[config.mk]
export PLATFORM = sky130hd
export DESIGN_NAME = io_port_pin_sharing_slice
export DESIGN_NICKNAME = d
export VERILOG_FILES = /design/src/gpio_slice_pkg.sv /design/src/io_port_pin_sharing_slice.sv
export SDC_FILE = /design/constraint.sdc
export NUM_CORES = 1
export LEC_CHECK = 0
export CORE_ASPECT_RATIO = 1.2
export CORE_MARGIN = 2
export CORE_UTILIZATION = 62
export CTS_BUF_LIST = sky130_fd_sc_hd__clkbuf_8
export DETAILED_ROUTE_END_ITERATION = 12
export DONT_BUFFER_PORTS = 1
export PLACE_DENSITY = 0.78
export SLEW_MARGIN = 30
export SYNTH_ARGS = -nofsm -noshare
export SYNTH_HDL_FRONTEND = slang
export SYNTH_SLANG_ARGS = --single-unit
[constraint.sdc]
create_clock -name core_clk -period 2.45 [get_ports core_clk]
set_input_delay 0.49 -clock core_clk [delete_from_list [all_inputs] [get_ports core_clk]]
set_output_delay 0.49 -clock core_clk [all_outputs]
set_load 0.05 [all_outputs]
[src/gpio_slice_pkg.sv]
// Register map, field positions and reset values for the I/O port slice.
// Assumes a byte-wide register port with a small word address.
package gpio_slice_pkg;

    // Register addresses
    localparam logic [3:0] ADDR_F_PIN_DATA   = 4'h0;
    localparam logic [3:0] ADDR_F_LATCH      = 4'h1;
    localparam logic [3:0] ADDR_F_DIRECTION  = 4'h2;
    localparam logic [3:0] ADDR_ANALOG_LOW   = 4'h3;
    localparam logic [3:0] ADDR_ANALOG_MID   = 4'h4;
    localparam logic [3:0] ADDR_ANALOG_HIGH  = 4'h5;
    localparam logic [3:0] ADDR_G_PIN_DATA   = 4'h6;
    localparam logic [3:0] ADDR_G_LATCH      = 4'h7;
    localparam logic [3:0] ADDR_G_DIRECTION  = 4'h8;
    localparam logic [3:0] ADDR_OPEN_DRAIN   = 4'h9;

    // Widths
    localparam int F_PINS = 7;
    localparam int G_PINS = 5;

    // Reset values: latches clear, pins input, analog selected
    localparam logic [7:1] F_LATCH_RESET  = 7'h00;
    localparam logic [7:1] F_DIR_RESET    = 7'h7f;
    localparam logic [4:0] G_LATCH_RESET  = 5'h00;
    localparam logic [4:0] G_DIR_RESET    = 5'h1f;
    localparam logic [7:0] ANALOG_RESET   = 8'hff;
    localparam logic [2:0] OD_CTRL_RESET  = 3'h0;

    // Analog enable bit positions for each pin
    localparam int AN_F1 = 6;  // low register
    localparam int AN_F2 = 7;  // low register
    localparam int AN_F3 = 0;  // mid register
    localparam int AN_F4 = 1;  // mid register
    localparam int AN_F5 = 2;  // mid register
    localparam int AN_F6 = 3;  // mid register, channel eleven
    localparam int AN_F7 = 5;  // low register, channel five
    localparam int AN_G1 = 3;  // high register, channel nineteen
    localparam int AN_G2 = 2;  // high register
    localparam int AN_G3 = 1;  // high register
    localparam int AN_G4 = 0;  // high register

    // Open-drain and shutdown control fields
    localparam int OD_CCP3    = 0;
    localparam int OD_SERIAL2 = 1;
    localparam int OD_P3A_TRI = 2;

endpackage : gpio_slice_pkg

[src/io_port_pin_sharing_slice.sv]
// I/O port slice: seven-bit port F (pins 7:1) and five-bit port G.
// Pins arrive from the pad ring asynchronously; peripherals share core_clk.
`timescale 1ns/1ps
`default_nettype none

// What this block does
// Pin 6 drives latch when output, analog ignored
// Pin 6 input reads pin, zero if analog
// Pin 6 resets analog, output still drives
// Pin 7 drives latch when output, analog ignored
// Pin 7 input reads pin, zero if analog
// Pin 7 resets to analog channel five
// Pin 7 input feeds serial slave select
// Port F bit zero reads zero
// Port G has five pins, dir and latch
// Open-drain control for capture and transmit
// Peripheral may force pin in or out
// Overrides never stored in direction register
// Channel 3 output overrides latch on G0
// Channel 3 output tristates on PWM shutdown
// Serial transmit drives G1 even as input
// G1 feeds serial clock when external clock
// G1 resets analog, output still drives
// Don't-care functions ignore the direction bit
// Reset makes F pins analog, reads zero
// Data write loads latch; latch reads back
// Selected comparator output overrides the latch
module io_port_pin_sharing_slice
    import gpio_slice_pkg::*;
#(
    parameter int ADDR_W = 4
) (
    // Clock and reset
    input  wire logic              core_clk,
    input  wire logic              rst_b,
    // Register port
    input  wire logic [ADDR_W-1:0] reg_addr,
    input  wire logic [7:0]        reg_wdata,
    input  wire logic              reg_wr,
    input  wire logic              reg_rd,
    output logic      [7:0]        reg_rdata,
    // Port F pads
    input  wire logic [7:1]        port_f_pin_in,
    output logic      [7:1]        port_f_pin_out,
    output logic      [7:1]        port_f_pin_oe,
    // Port G pads
    input  wire logic [4:0]        port_g_pin_in,
    output logic      [4:0]        port_g_pin_out,
    output logic      [4:0]        port_g_pin_oe,
    // Generic peripheral overrides, dir 1 = input
    input  wire logic [7:1]        f_ovr_en,
    input  wire logic [7:1]        f_ovr_dir,
    input  wire logic [7:1]        f_ovr_data,
    input  wire logic [4:0]        g_ovr_en,
    input  wire logic [4:0]        g_ovr_dir,
    input  wire logic [4:0]        g_ovr_data,
    // Enhanced capture channel 3 on G0
    input  wire logic              ccp3_out_en,
    input  wire logic              ccp3_out_data,
    input  wire logic              pwm_shutdown,
    output logic                   ccp3_capture_in,
    // Serial transceiver on G1
    input  wire logic              serial2_tx_en,
    input  wire logic              serial2_tx_data,
    input  wire logic              serial2_clk_ext,
    output logic                   serial2_clock_in,
    // Comparator three output on G1
    input  wire logic              comp3_out_en,
    input  wire logic              comp3_out_data,
    // Synchronous serial port slave select
    output logic                   serial_slave_select
);

    // Address decode reads bits 3:0, so a narrower bus cannot serve
    if (ADDR_W < 4) begin : g_addr_w_check
        $error("ADDR_W must be at least 4");
    end

    // Software-visible state
    logic [7:1] f_latch_reg;
    logic [7:1] f_dir_reg;
    logic [4:0] g_latch_reg;
    logic [4:0] g_dir_reg;
    logic [7:0] analog_low_reg;
    logic [7:0] analog_mid_reg;
    logic [7:0] analog_high_reg;
    logic [2:0] od_ctrl_reg;

    // Input synchronisers and filtered levels
    logic [7:1] f_s1_reg;
    logic [7:1] f_s2_reg;
    logic [7:1] f_s3_reg;
    logic [7:1] f_level_reg;
    logic [4:0] g_s1_reg;
    logic [4:0] g_s2_reg;
    logic [4:0] g_s3_reg;
    logic [4:0] g_level_reg;

    // Derived combinational values
    logic [7:1] f_analog;
    logic [4:0] g_analog;
    logic [7:1] f_oe_next;
    logic [7:1] f_out_next;
    logic [4:0] g_oe_next;
    logic [4:0] g_out_next;
    logic [7:0] rdata_next;
    logic [7:0] f_settled;
    logic [7:0] g_settled;

    function automatic logic wr_hit(input logic [ADDR_W-1:0] a,
                                    input logic [3:0]        target);
        wr_hit = (a == ADDR_W'(target));
    endfunction : wr_hit

    function automatic logic [7:0] settle(input logic [7:0] s2,
                                          input logic [7:0] s3,
                                          input logic [7:0] held);
        settle = ((s2 ~^ s3) & s3) | ((s2 ^ s3) & held);
    endfunction : settle

    // Port F latch and direction, software only
    always_ff @(posedge core_clk or negedge rst_b) begin
        if (!rst_b) begin
            f_latch_reg <= F_LATCH_RESET;
            f_dir_reg   <= F_DIR_RESET;
        end else if (reg_wr) begin
            if (wr_hit(reg_addr, ADDR_F_PIN_DATA) ||
                wr_hit(reg_addr, ADDR_F_LATCH)) begin
                f_latch_reg <= reg_wdata[7:1];
            end
            if (wr_hit(reg_addr, ADDR_F_DIRECTION)) begin
                f_dir_reg <= reg_wdata[7:1];
            end
        end
    end

    // Port G latch and direction, software only
    always_ff @(posedge core_clk or negedge rst_b) begin
        if (!rst_b) begin
            g_latch_reg <= G_LATCH_RESET;
            g_dir_reg   <= G_DIR_RESET;
        end else if (reg_wr) begin
            if (wr_hit(reg_addr, ADDR_G_PIN_DATA) ||
                wr_hit(reg_addr, ADDR_G_LATCH)) begin
                g_latch_reg <= reg_wdata[4:0];
            end
            if (wr_hit(reg_addr, ADDR_G_DIRECTION)) begin
                g_dir_reg <= reg_wdata[4:0];
            end
        end
    end

    // Analog select and open-drain controls
    always_ff @(posedge core_clk or negedge rst_b) begin
        if (!rst_b) begin
            analog_low_reg  <= ANALOG_RESET;
            analog_mid_reg  <= ANALOG_RESET;
            analog_high_reg <= ANALOG_RESET;
            od_ctrl_reg     <= OD_CTRL_RESET;
        end else if (reg_wr) begin
            if (wr_hit(reg_addr, ADDR_ANALOG_LOW)) begin
                analog_low_reg <= reg_wdata;
            end
            if (wr_hit(reg_addr, ADDR_ANALOG_MID)) begin
                analog_mid_reg <= reg_wdata;
            end
            if (wr_hit(reg_addr, ADDR_ANALOG_HIGH)) begin
                analog_high_reg <= reg_wdata;
            end
            if (wr_hit(reg_addr, ADDR_OPEN_DRAIN)) begin
                od_ctrl_reg <= reg_wdata[2:0];
            end
        end
    end

    // Filtered levels: stage three once stages two and three agree
    always_comb begin
        f_settled = settle({f_s2_reg, 1'b0}, {f_s3_reg, 1'b0},
                           {f_level_reg, 1'b0});
        g_settled = settle({3'h0, g_s2_reg}, {3'h0, g_s3_reg},
                           {3'h0, g_level_reg});
    end

    // Pad input synchronisers, level taken once stages two and three agree
    always_ff @(posedge core_clk or negedge rst_b) begin
        if (!rst_b) begin
            f_s1_reg    <= '0;
            f_s2_reg    <= '0;
            f_s3_reg    <= '0;
            f_level_reg <= '0;
            g_s1_reg    <= '0;
            g_s2_reg    <= '0;
            g_s3_reg    <= '0;
            g_level_reg <= '0;
        end else begin
            f_s1_reg    <= port_f_pin_in;
            f_s2_reg    <= f_s1_reg;
            f_s3_reg    <= f_s2_reg;
            f_level_reg <= f_settled[7:1];
            g_s1_reg    <= port_g_pin_in;
            g_s2_reg    <= g_s1_reg;
            g_s3_reg    <= g_s2_reg;
            g_level_reg <= g_settled[4:0];
        end
    end

    // Analog enables per pin
    always_comb begin
        f_analog = {analog_low_reg[AN_F7], analog_mid_reg[AN_F6],
                    analog_mid_reg[AN_F5], analog_mid_reg[AN_F4],
                    analog_mid_reg[AN_F3], analog_low_reg[AN_F2],
                    analog_low_reg[AN_F1]};
        g_analog = {analog_high_reg[AN_G4], analog_high_reg[AN_G3],
                    analog_high_reg[AN_G2], analog_high_reg[AN_G1], 1'b0};
    end

    // Port F drive: latch when direction clear, analog has no say
    always_comb begin
        f_oe_next  = (f_ovr_en & ~f_ovr_dir) | (~f_ovr_en & ~f_dir_reg);
        f_out_next = (f_ovr_en & f_ovr_data) | (~f_ovr_en & f_latch_reg);
        f_oe_next[6]  = f_ovr_en[6] ? ~f_ovr_dir[6] : ~f_dir_reg[6];
        f_out_next[6] = f_ovr_en[6] ? f_ovr_data[6] : f_latch_reg[6];
        f_oe_next[7]  = f_ovr_en[7] ? ~f_ovr_dir[7] : ~f_dir_reg[7];
        f_out_next[7] = f_ovr_en[7] ? f_ovr_data[7] : f_latch_reg[7];
    end

    // Port G drive with peripheral priorities
    always_comb begin
        g_oe_next  = (g_ovr_en & ~g_ovr_dir) | (~g_ovr_en & ~g_dir_reg);
        g_out_next = (g_ovr_en & g_ovr_data) | (~g_ovr_en & g_latch_reg);

        // G0: capture channel output when direction clear
        if (ccp3_out_en && !g_dir_reg[0]) begin
            g_oe_next[0]  = 1'b1;
            g_out_next[0] = ccp3_out_data;
            if (pwm_shutdown && od_ctrl_reg[OD_P3A_TRI]) begin
                g_oe_next[0] = 1'b0;
            end
            if (od_ctrl_reg[OD_CCP3]) begin
                g_oe_next[0]  = g_oe_next[0] & ~ccp3_out_data;
                g_out_next[0] = 1'b0;
            end
        end

        // G1: transmit wins, then comparator, then latch
        if (serial2_tx_en) begin
            g_oe_next[1]  = 1'b1;
            g_out_next[1] = serial2_tx_data;
            if (od_ctrl_reg[OD_SERIAL2]) begin
                g_oe_next[1]  = ~serial2_tx_data;
                g_out_next[1] = 1'b0;
            end
        end else if (comp3_out_en) begin
            g_oe_next[1]  = 1'b1;
            g_out_next[1] = comp3_out_data;
        end
    end

    // Registered pad drives
    always_ff @(posedge core_clk or negedge rst_b) begin
        if (!rst_b) begin
            port_f_pin_out <= '0;
            port_f_pin_oe  <= '0;
            port_g_pin_out <= '0;
            port_g_pin_oe  <= '0;
        end else begin
            port_f_pin_out <= f_out_next;
            port_f_pin_oe  <= f_oe_next;
            port_g_pin_out <= g_out_next;
            port_g_pin_oe  <= g_oe_next;
        end
    end

    // Digital inputs handed to peripherals
    always_ff @(posedge core_clk or negedge rst_b) begin
        if (!rst_b) begin
            serial_slave_select <= 1'b1;
            ccp3_capture_in     <= 1'b0;
            serial2_clock_in    <= 1'b0;
        end else begin
            serial_slave_select <= f_dir_reg[7] ? f_level_reg[7] : 1'b1;
            ccp3_capture_in     <= g_level_reg[0];
            serial2_clock_in    <= (g_dir_reg[1] && serial2_clk_ext)
                                   ? g_level_reg[1] : 1'b0;
        end
    end

    // Read multiplexer
    always_comb begin
        case (reg_addr[3:0])
            ADDR_F_PIN_DATA: begin
                rdata_next = {f_level_reg & ~f_analog, 1'b0};
            end
            ADDR_F_LATCH: begin
                rdata_next = {f_latch_reg, 1'b0};
            end
            ADDR_F_DIRECTION: begin
                rdata_next = {f_dir_reg, 1'b0};
            end
            ADDR_ANALOG_LOW: begin
                rdata_next = analog_low_reg;
            end
            ADDR_ANALOG_MID: begin
                rdata_next = analog_mid_reg;
            end
            ADDR_ANALOG_HIGH: begin
                rdata_next = analog_high_reg;
            end
            ADDR_G_PIN_DATA: begin
                rdata_next = {3'h0, g_level_reg & ~g_analog};
            end
            ADDR_G_LATCH: begin
                rdata_next = {3'h0, g_latch_reg};
            end
            ADDR_G_DIRECTION: begin
                rdata_next = {3'h0, g_dir_reg};
            end
            ADDR_OPEN_DRAIN: begin
                rdata_next = {5'h00, od_ctrl_reg};
            end
            default: begin
                rdata_next = 8'h00;
            end
        endcase
        if (reg_addr[ADDR_W-1:0] != ADDR_W'(reg_addr[3:0])) begin
            rdata_next = 8'h00;
        end
    end

    // Read data stands only in the cycle after the strobe
    always_ff @(posedge core_clk or negedge rst_b) begin
        if (!rst_b) begin
            reg_rdata <= 8'h00;
        end else if (reg_rd) begin
            reg_rdata <= rdata_next;
        end else begin
            reg_rdata <= 8'h00;
        end
    end

endmodule : io_port_pin_sharing_slice

`default_nettype wire

Word level (Yosys, flattened, before mapping)
Cells that the tools add are included.

Equality and inequality tests: 9. Muxes and demuxes: 20. Bitwise logic cells: 39. Reductions and logical operators: 15.

Operators by type and width (number): 8-bit one-hot mux with 10 select lines (1); 5-bit bitwise AND (11); 5-bit inverter (7); 5-bit OR (5); 1-bit 2-to-1 mux (18); 8-bit bitwise AND (2); 4-bit by 3-bit equality test with 1-bit output, second input constant (4); 2-bit AND reduction (8); 4-bit by 2-bit equality test with 1-bit output, second input constant (2); 4-bit equality test, second input constant (2); 8-bit 2-to-1 mux (1); 8-bit OR (1); 8-bit bitwise XNOR (1); 8-bit bitwise XOR (1); 7-bit bitwise AND (1); 7-bit inverter (1); 1-bit inverter (6); 5-bit bitwise XNOR (1); 5-bit bitwise XOR (1); 4-bit by 1-bit equality test with 1-bit output, second input constant (1); 4-bit logical NOT (1); 1-bit logical AND (3); 1-bit logical OR (2); 1-bit bitwise AND (1); 1-bit logical NOT (1).

Flip-flop bits (word level): 134. Word-level logic and storage cells: 107.

Logic depth before layout (Yosys ltp)
Gate-level depths: netlist of run 1.

Word-level depth: 6. Gate-level depth with buffers: 6. Depth with buffers taken out: 4.

Worst setup path after synthesis of run 1
OpenSTA, ideal clock, no wires.

Kind: input -> register. Start: input reg_addr[0]. End: register reg_rdata[1]. Setup time: 0.131 ns. Data arrival time: 1.495 ns. Data required time: 2.319 ns. Setup slack: 0.824 ns. Stages on the path: 6. Path buffers: 2. Cell sequence: buf_6 -> buf_6 -> mux2_4 -> a22oi_2 -> nor3_1 -> or3_1.

Cells in the longest elaborated chain, start to end: 3. Elaborated cells on any way between the ends: 12.

Ends and longest elaborated chain: from (decl) (line io_port_pin_sharing_slice.sv:37) `input wire logic [ADDR_W-1:0] reg_addr,`; 4-bit equality test, or another cell as far along (line io_port_pin_sharing_slice.sv:290) `case (reg_addr[3:0])`; 8-bit one-hot mux with 10 select lines (*) (line io_port_pin_sharing_slice.sv:290); 8-bit 2-to-1 mux (*) (line io_port_pin_sharing_slice.sv:334) `end else if (reg_rd) begin`; to (signal assigned) (line io_port_pin_sharing_slice.sv:335) `reg_rdata <= rdata_next;`; to (decl) (line io_port_pin_sharing_slice.sv:41) `output logic [7:0] reg_rdata,`.

Mark *: on every way between the ends. The rest lies on a longest branch, timed or not. A chain may end at the register's enable or synchronous reset.

Worst setup path after layout of run 1
Start: register serial_slave_select. End: output serial_slave_select.

RTL lines: from (decl) (line io_port_pin_sharing_slice.sv:71) `output logic serial_slave_select`; from (signal assigned) (line io_port_pin_sharing_slice.sv:281) `serial_slave_select <= f_dir_reg[7] ? f_level_reg[7] : 1'b1;`.

No word-level cell between the ends.

==> results_dict.tcl, run 1 <==
set metrics [dict create \
    cp.required_ns 1.96 \
    synth_cell_types 48 \
    postSynth.topFlopCell "dfrtp_1" \
    post_cts_resized 0 \
    synth-edff-count 0 \
    area_growth_pct 8.47 \
    clock-root-buffer "clkbuf_8" \
    skew_ns 0.00712 \
    core_area_um2 8520 \
    port_buffers 0 \
    synth.cell_area_um2 5390 \
    critPathKind "register to output pin" \
    syn_area_per_cell_um2 14.7 \
    antenna_cells 0 \
    ant_nets 0 \
    grt_pass1_vias 3125 \
    final_cell_mix "dfrtp_1, mux2_2, dfstp_2, clkbuf_8" \
    cts_tree "built" \
    r2r-start "analog_high_reg[3]" \
    numCtsBuffers 17 \
    fillers 609 \
    drive_above_1_share_pct 37.3 \
    dp_hpwl_um 6860 \
    yosysSeqAreaShare_pct 63.0 \
    violations "negative hold slack" \
    dr.pass1.iters 4 \
    maxCapViolCount 0 \
    num_vias 3070 \
    clk_latency_ns 0.44 \
    dieArea_um2 9460 \
    drc 0 \
    die_h_um 106 \
    setup_violations 0 \
    finalSetupTns_ns 0 \
    multi_input_area_um2 1880 \
    post-route-min-period_ns 1.61 \
    cp-startpoint "serial_slave_select" \
    vias_per_cell 6.14 \
    path_clk_slew_ns 0.07 \
    initial_core_util_pct 63.3 \
    synth_cells 366 \
    grt_pass1_wl_um 16200 \
    htree_levels 4 \
    max_freq_mhz 620 \
    ioPinCount 107 \
    ys_ff_latch 134 \
    finalCritPeriodShare_pct 65.8 \
    final_nets 454 \
    seqCellArea_um2 3400 \
    grt_usage_pct 23.3 \
    p_leak_nw 2.56 \
    final_common_cell "dfrtp_1" \
    cp-start-kind "register" \
    timing.hold.ws_ns -0.260 \
    yosys_warnings 0 \
    p_per_area_nw_per_um2 935 \
    worstPathArrival_ns 1.12 \
    hold_violations 134 \
    wl_per_cell_um 20.4 \
    fp.dieW_um 89.1 \
    report.final.slew_viol_count 0 \
    hold_class "input pin to asynchronous set/reset pin" \
    cp-end-kind "output pin" \
    crit_fanout 1 \
    overflow 0 \
    status "complete, but fails checks" \
    peakVddDrop_v 0.000459 \
    rsz0062_at_grt "false" \
    drt_wl_total_um 10200 \
    post_cts_buffers 0 \
    synth.net_count 450 \
    gp_congestion 0.870 \
    clockBufferDepth 2 \
    slew_headroom_pct 64.8 \
    drtIter0Drc 287 \
    antenna_found_initial 0 \
    grt_max_degree 135 \
    worstMarginPinSlew_ns 0.525 \
    ys_async_sr_fraction_pct 100 \
    rows 37 \
    cts_sinks 134 \
]
==> Yosys cell counts, drive strengths merged (3+ instances only) <==
master	n	area [um2]
dfrtp	97	2430
mux2	68	769
dfstp	37	972
a21o	16	120
mux2i	16	160
buf	15	97.6
ha	12	150
nor2	11	43.8
nand2	9	33.8
nand3	8	40.0
a21oi	7	35.0
nor2b	7	46.3
a31oi	6	37.5
and3	5	31.3
o21ai	5	25.0
a221oi	4	35.0
inv	4	15.0
nor3	4	20.0
nand3b	3	22.5
==> metal layers <==
metal / vias to the layer above / track usage, % / share of wire, %
li1: 1347 / - / -
met1: 1554 / 30.5 / 39
met2: 145 / 35.2 / 50
met3: 24 / 7.61 / 8.0
met4: 0 / 10.7 / 3.1
met5: - / 0 / 0
==> final timing paths <==
kind | end | slack (ns) | depth (start not counted)
min in group core_clk | f_s1_reg[2] | 0.07 | 0
min reg2reg | g_s2_reg[2] | 0.35 | 0
max reg2reg | reg_rdata[3] | 0.93 | 4
max in group asynchronous | analog_high_reg[2] | 2.47 | 0
min | port_g_pin_out[0] | -0.26 | 0
max | serial_slave_select | 0.84 | 0
==> through the flow <==
stage / utilization [%] / cell area (um2) / setup WS (ns) / power, mW / cells
2_1_floorplan: - / 5390 / 0.824 / 3.53 / 366
3_3_place_gp: 63.9 / 5440 / 0.719 / 3.63 / 468
3_5_place_dp: 63.9 / 5440 / 0.671 / 3.66 / 468
4_1_cts: 68.7 / 5850 / 0.817 / 5.52 / 500
5_1_grt: 68.7 / 5850 / 0.811 / 5.70 / 500
6_report: 68.7 / 5850 / 0.838 / 5.47 / 500
==> power breakdown <==
group | leakage [nW] | internal [mW] | total (mW) | switching, mW
Combinational | 0.816 | 0.319 | 0.490 | 0.170
Clock | 0.198 | 1.02 | 1.85 | 0.826
Sequential | 1.55 | 2.64 | 3.13 | 0.498
==> layout make-up <==
class,count,area share [%]
inverter,4,0.257
sequential,134,58.1
clock inverter,14,2.74
tap,117,2.50
multi-input combinational,213,32.1
clock buffer,18,4.24
==> kinds of logic (layout without fill, tap and decap cells) <==
logic type / after synthesis / in the layout / share of synthesized area [%]
buf+inv: 19 / 36 / 2.09
compound gates: 55 / 55 / 7.54
flops: 134 / 134 / 63.0
simple gates: 61 / 61 / 6.89
fa+ha+maj: 12 / 12 / 2.78
mux: 85 / 85 / 17.7
(Power assumes the default switching activity.)
==> inputs of run 2 (changes only) <==
Settings changed: CORE_UTILIZATION 62 to 59.
Clock period 2.45 ns to 1.4 ns, I/O delays scaled along.
==> results_dict.tcl, run 2 (synthesized netlist as in run 1, its figures left out) <==
set metrics [dict create \
    status "complete, but fails checks" \
    violations "negative hold slack" \
    setup_violations 0 \
    ant_nets 0 \
    grt_max_degree 135 \
    combinationalPowerShare_pct 12.3 \
    setup_ws_ns 0.00614 \
    overflow 0 \
    final_cell_mix "dfrtp_1, mux2_2, dlygate4sd3_1, dfstp_2, clkbuf_8" \
    drc 0 \
    clkPwrFrac_pct 33.1 \
    num_vias 3420 \
    drt_wl_total_um 11900 \
    fillers 538 \
    crit_fanout 1 \
    dp_hpwl_um 7290 \
    hold_class "input pin to asynchronous set/reset pin" \
    grt_pass1_wl_um 18600 \
    p_total_mw 10.0 \
    wl_per_cell_um 20.1 \
    dp_cells 485 \
    initial_core_util_pct 60.0 \
    drtIter0Drc 281 \
    fp.dieW_um 91.3 \
    path_clk_slew_ns 0.07 \
    finalCritPeriodShare_pct 99.6 \
    pwr-share-seq_pct 54.6 \
    multi_input_area_um2 1900 \
    cp-end-kind "output pin" \
    swShare_pct 27.1 \
    stdcell_count 589 \
    grt_pass1_vias 3574 \
    p_per_area_nw_per_um2 1500 \
    dp_slack_ns -0.00332 \
    maxCapViolCount 0 \
    critPathKind "register to output pin" \
    dr.pass1.iters 4 \
    p_leak_nw 2.95 \
    postLayoutCoreUtil_pct 74.6 \
    vias_per_cell 5.81 \
    seqCellArea_um2 3400 \
    clk_latency_ns 0.43 \
    hold_violations 134 \
    slew_headroom_pct 67.5 \
    cp.required_ns 1.12 \
    clock-root-buffer "clkbuf_8" \
    post-route-min-period_ns 1.39 \
    report.final.slew_viol_count 0 \
    rows 38 \
    antenna_found_initial 1 \
    grt_usage_pct 25.4 \
    area_growth_pct 24.3 \
    max_freq_mhz 717 \
    peakVddDrop_v 0.000840 \
    timing.hold.ws_ns -0.470 \
    worstMarginPinSlew_ns 0.487 \
    numCtsBuffers 17 \
    final_common_cell "dfrtp_1" \
    cts_tree "built" \
    rsz0062_at_grt "true" \
    ioPinCount 107 \
    gp_congestion 0.903 \
    die_h_um 109 \
    p_switching_mw 2.72 \
    dieArea_um2 9920 \
    htree_levels 4 \
    port_buffers 0 \
    clockBufferDepth 2 \
    p_int_mw 7.33 \
    final_nets 539 \
    core_area_um2 8990 \
    cts_sinks 134 \
    drive_above_1_share_pct 35.7 \
    skew_ns 0.00733 \
    worstPathArrival_ns 1.11 \
    cp-start-kind "register" \
]
run 2: cell count changes in the layout (fill, tap and decap cells not counted), moves of 2 or more:
cell | previous run | this run
clkinvlp_4 | 5 | 3
dlygate4sd3_1 | 0 | 66
buf_4 | 0 | 18
a221oi_1 | 4 | 2
a221oi_2 | 0 | 2
clkbuf_8 | 18 | 20
run 2: stage by stage:
step | setup TNS (ns) | cell area [um2]
after detailed placement | -0.00332 | 5560
after global placement | 0 | 5560
after floorplan | -0.0160 | 5390
final | 0 | 6710
after global routing | -0.0842 | 6710
after CTS | -0.0175 | 6660
run 2: path summary, 6_finish.rpt:
path                                startpoint                   to  slack, ns  cells after the start
max                        serial_slave_select  serial_slave_select      0.006                      0
min                                      rst_b     port_g_pin_oe[0]      -0.47                      0
max reg2reg                       f_dir_reg[2]         reg_rdata[2]       0.03                      4
min reg2reg                        g_s1_reg[0]          g_s2_reg[0]       0.35                      0
max in group asynchronous                rst_b         f_dir_reg[1]       1.57                      0
min in group core_clk          serial2_tx_data    port_g_pin_out[1]       0.01                      2
run 2: routing by layer:
metal  track usage, %  vias up  part of all wire (%)
li1                 -     1518                     -
met3             9.12       43                   6.6
met5                0        -                     0
met1             29.4     1717                    38
met2             41.2      142                    51
met4             14.4        0                   4.3
run 2: power groups by stage:
stage / logic, mW / registers (mW) / clock network [mW]
after global routing: 1.33 / 5.55 / 3.60
after floorplan: 0.795 / 5.38 / 0
after detailed placement: 0.889 / 5.56 / 0
final: 1.23 / 5.49 / 3.33
after CTS: 1.15 / 5.49 / 3.40
after global placement: 0.848 / 5.53 / 0
run 2: final cells by class:
type                    instances  area share, %
flip-flops and latches        134           50.7
diodes                          1         0.0373
clock inverters                12           2.24
well taps                     120           2.24
inverters                       4          0.224
repair buffers                 85           12.2
multi-input cells             213           28.3
clock buffers                  20           4.11
run 2: what timing repair did:
item | in CTS | in global routing
hold buffers | 66 | 1
gates resized for setup | 1 | 3
endpoints found under the setup margin | 3 | 9
hold endpoints to repair | 224 | 135
buffers inserted | 0 | 5
pin swaps | 1 | 4
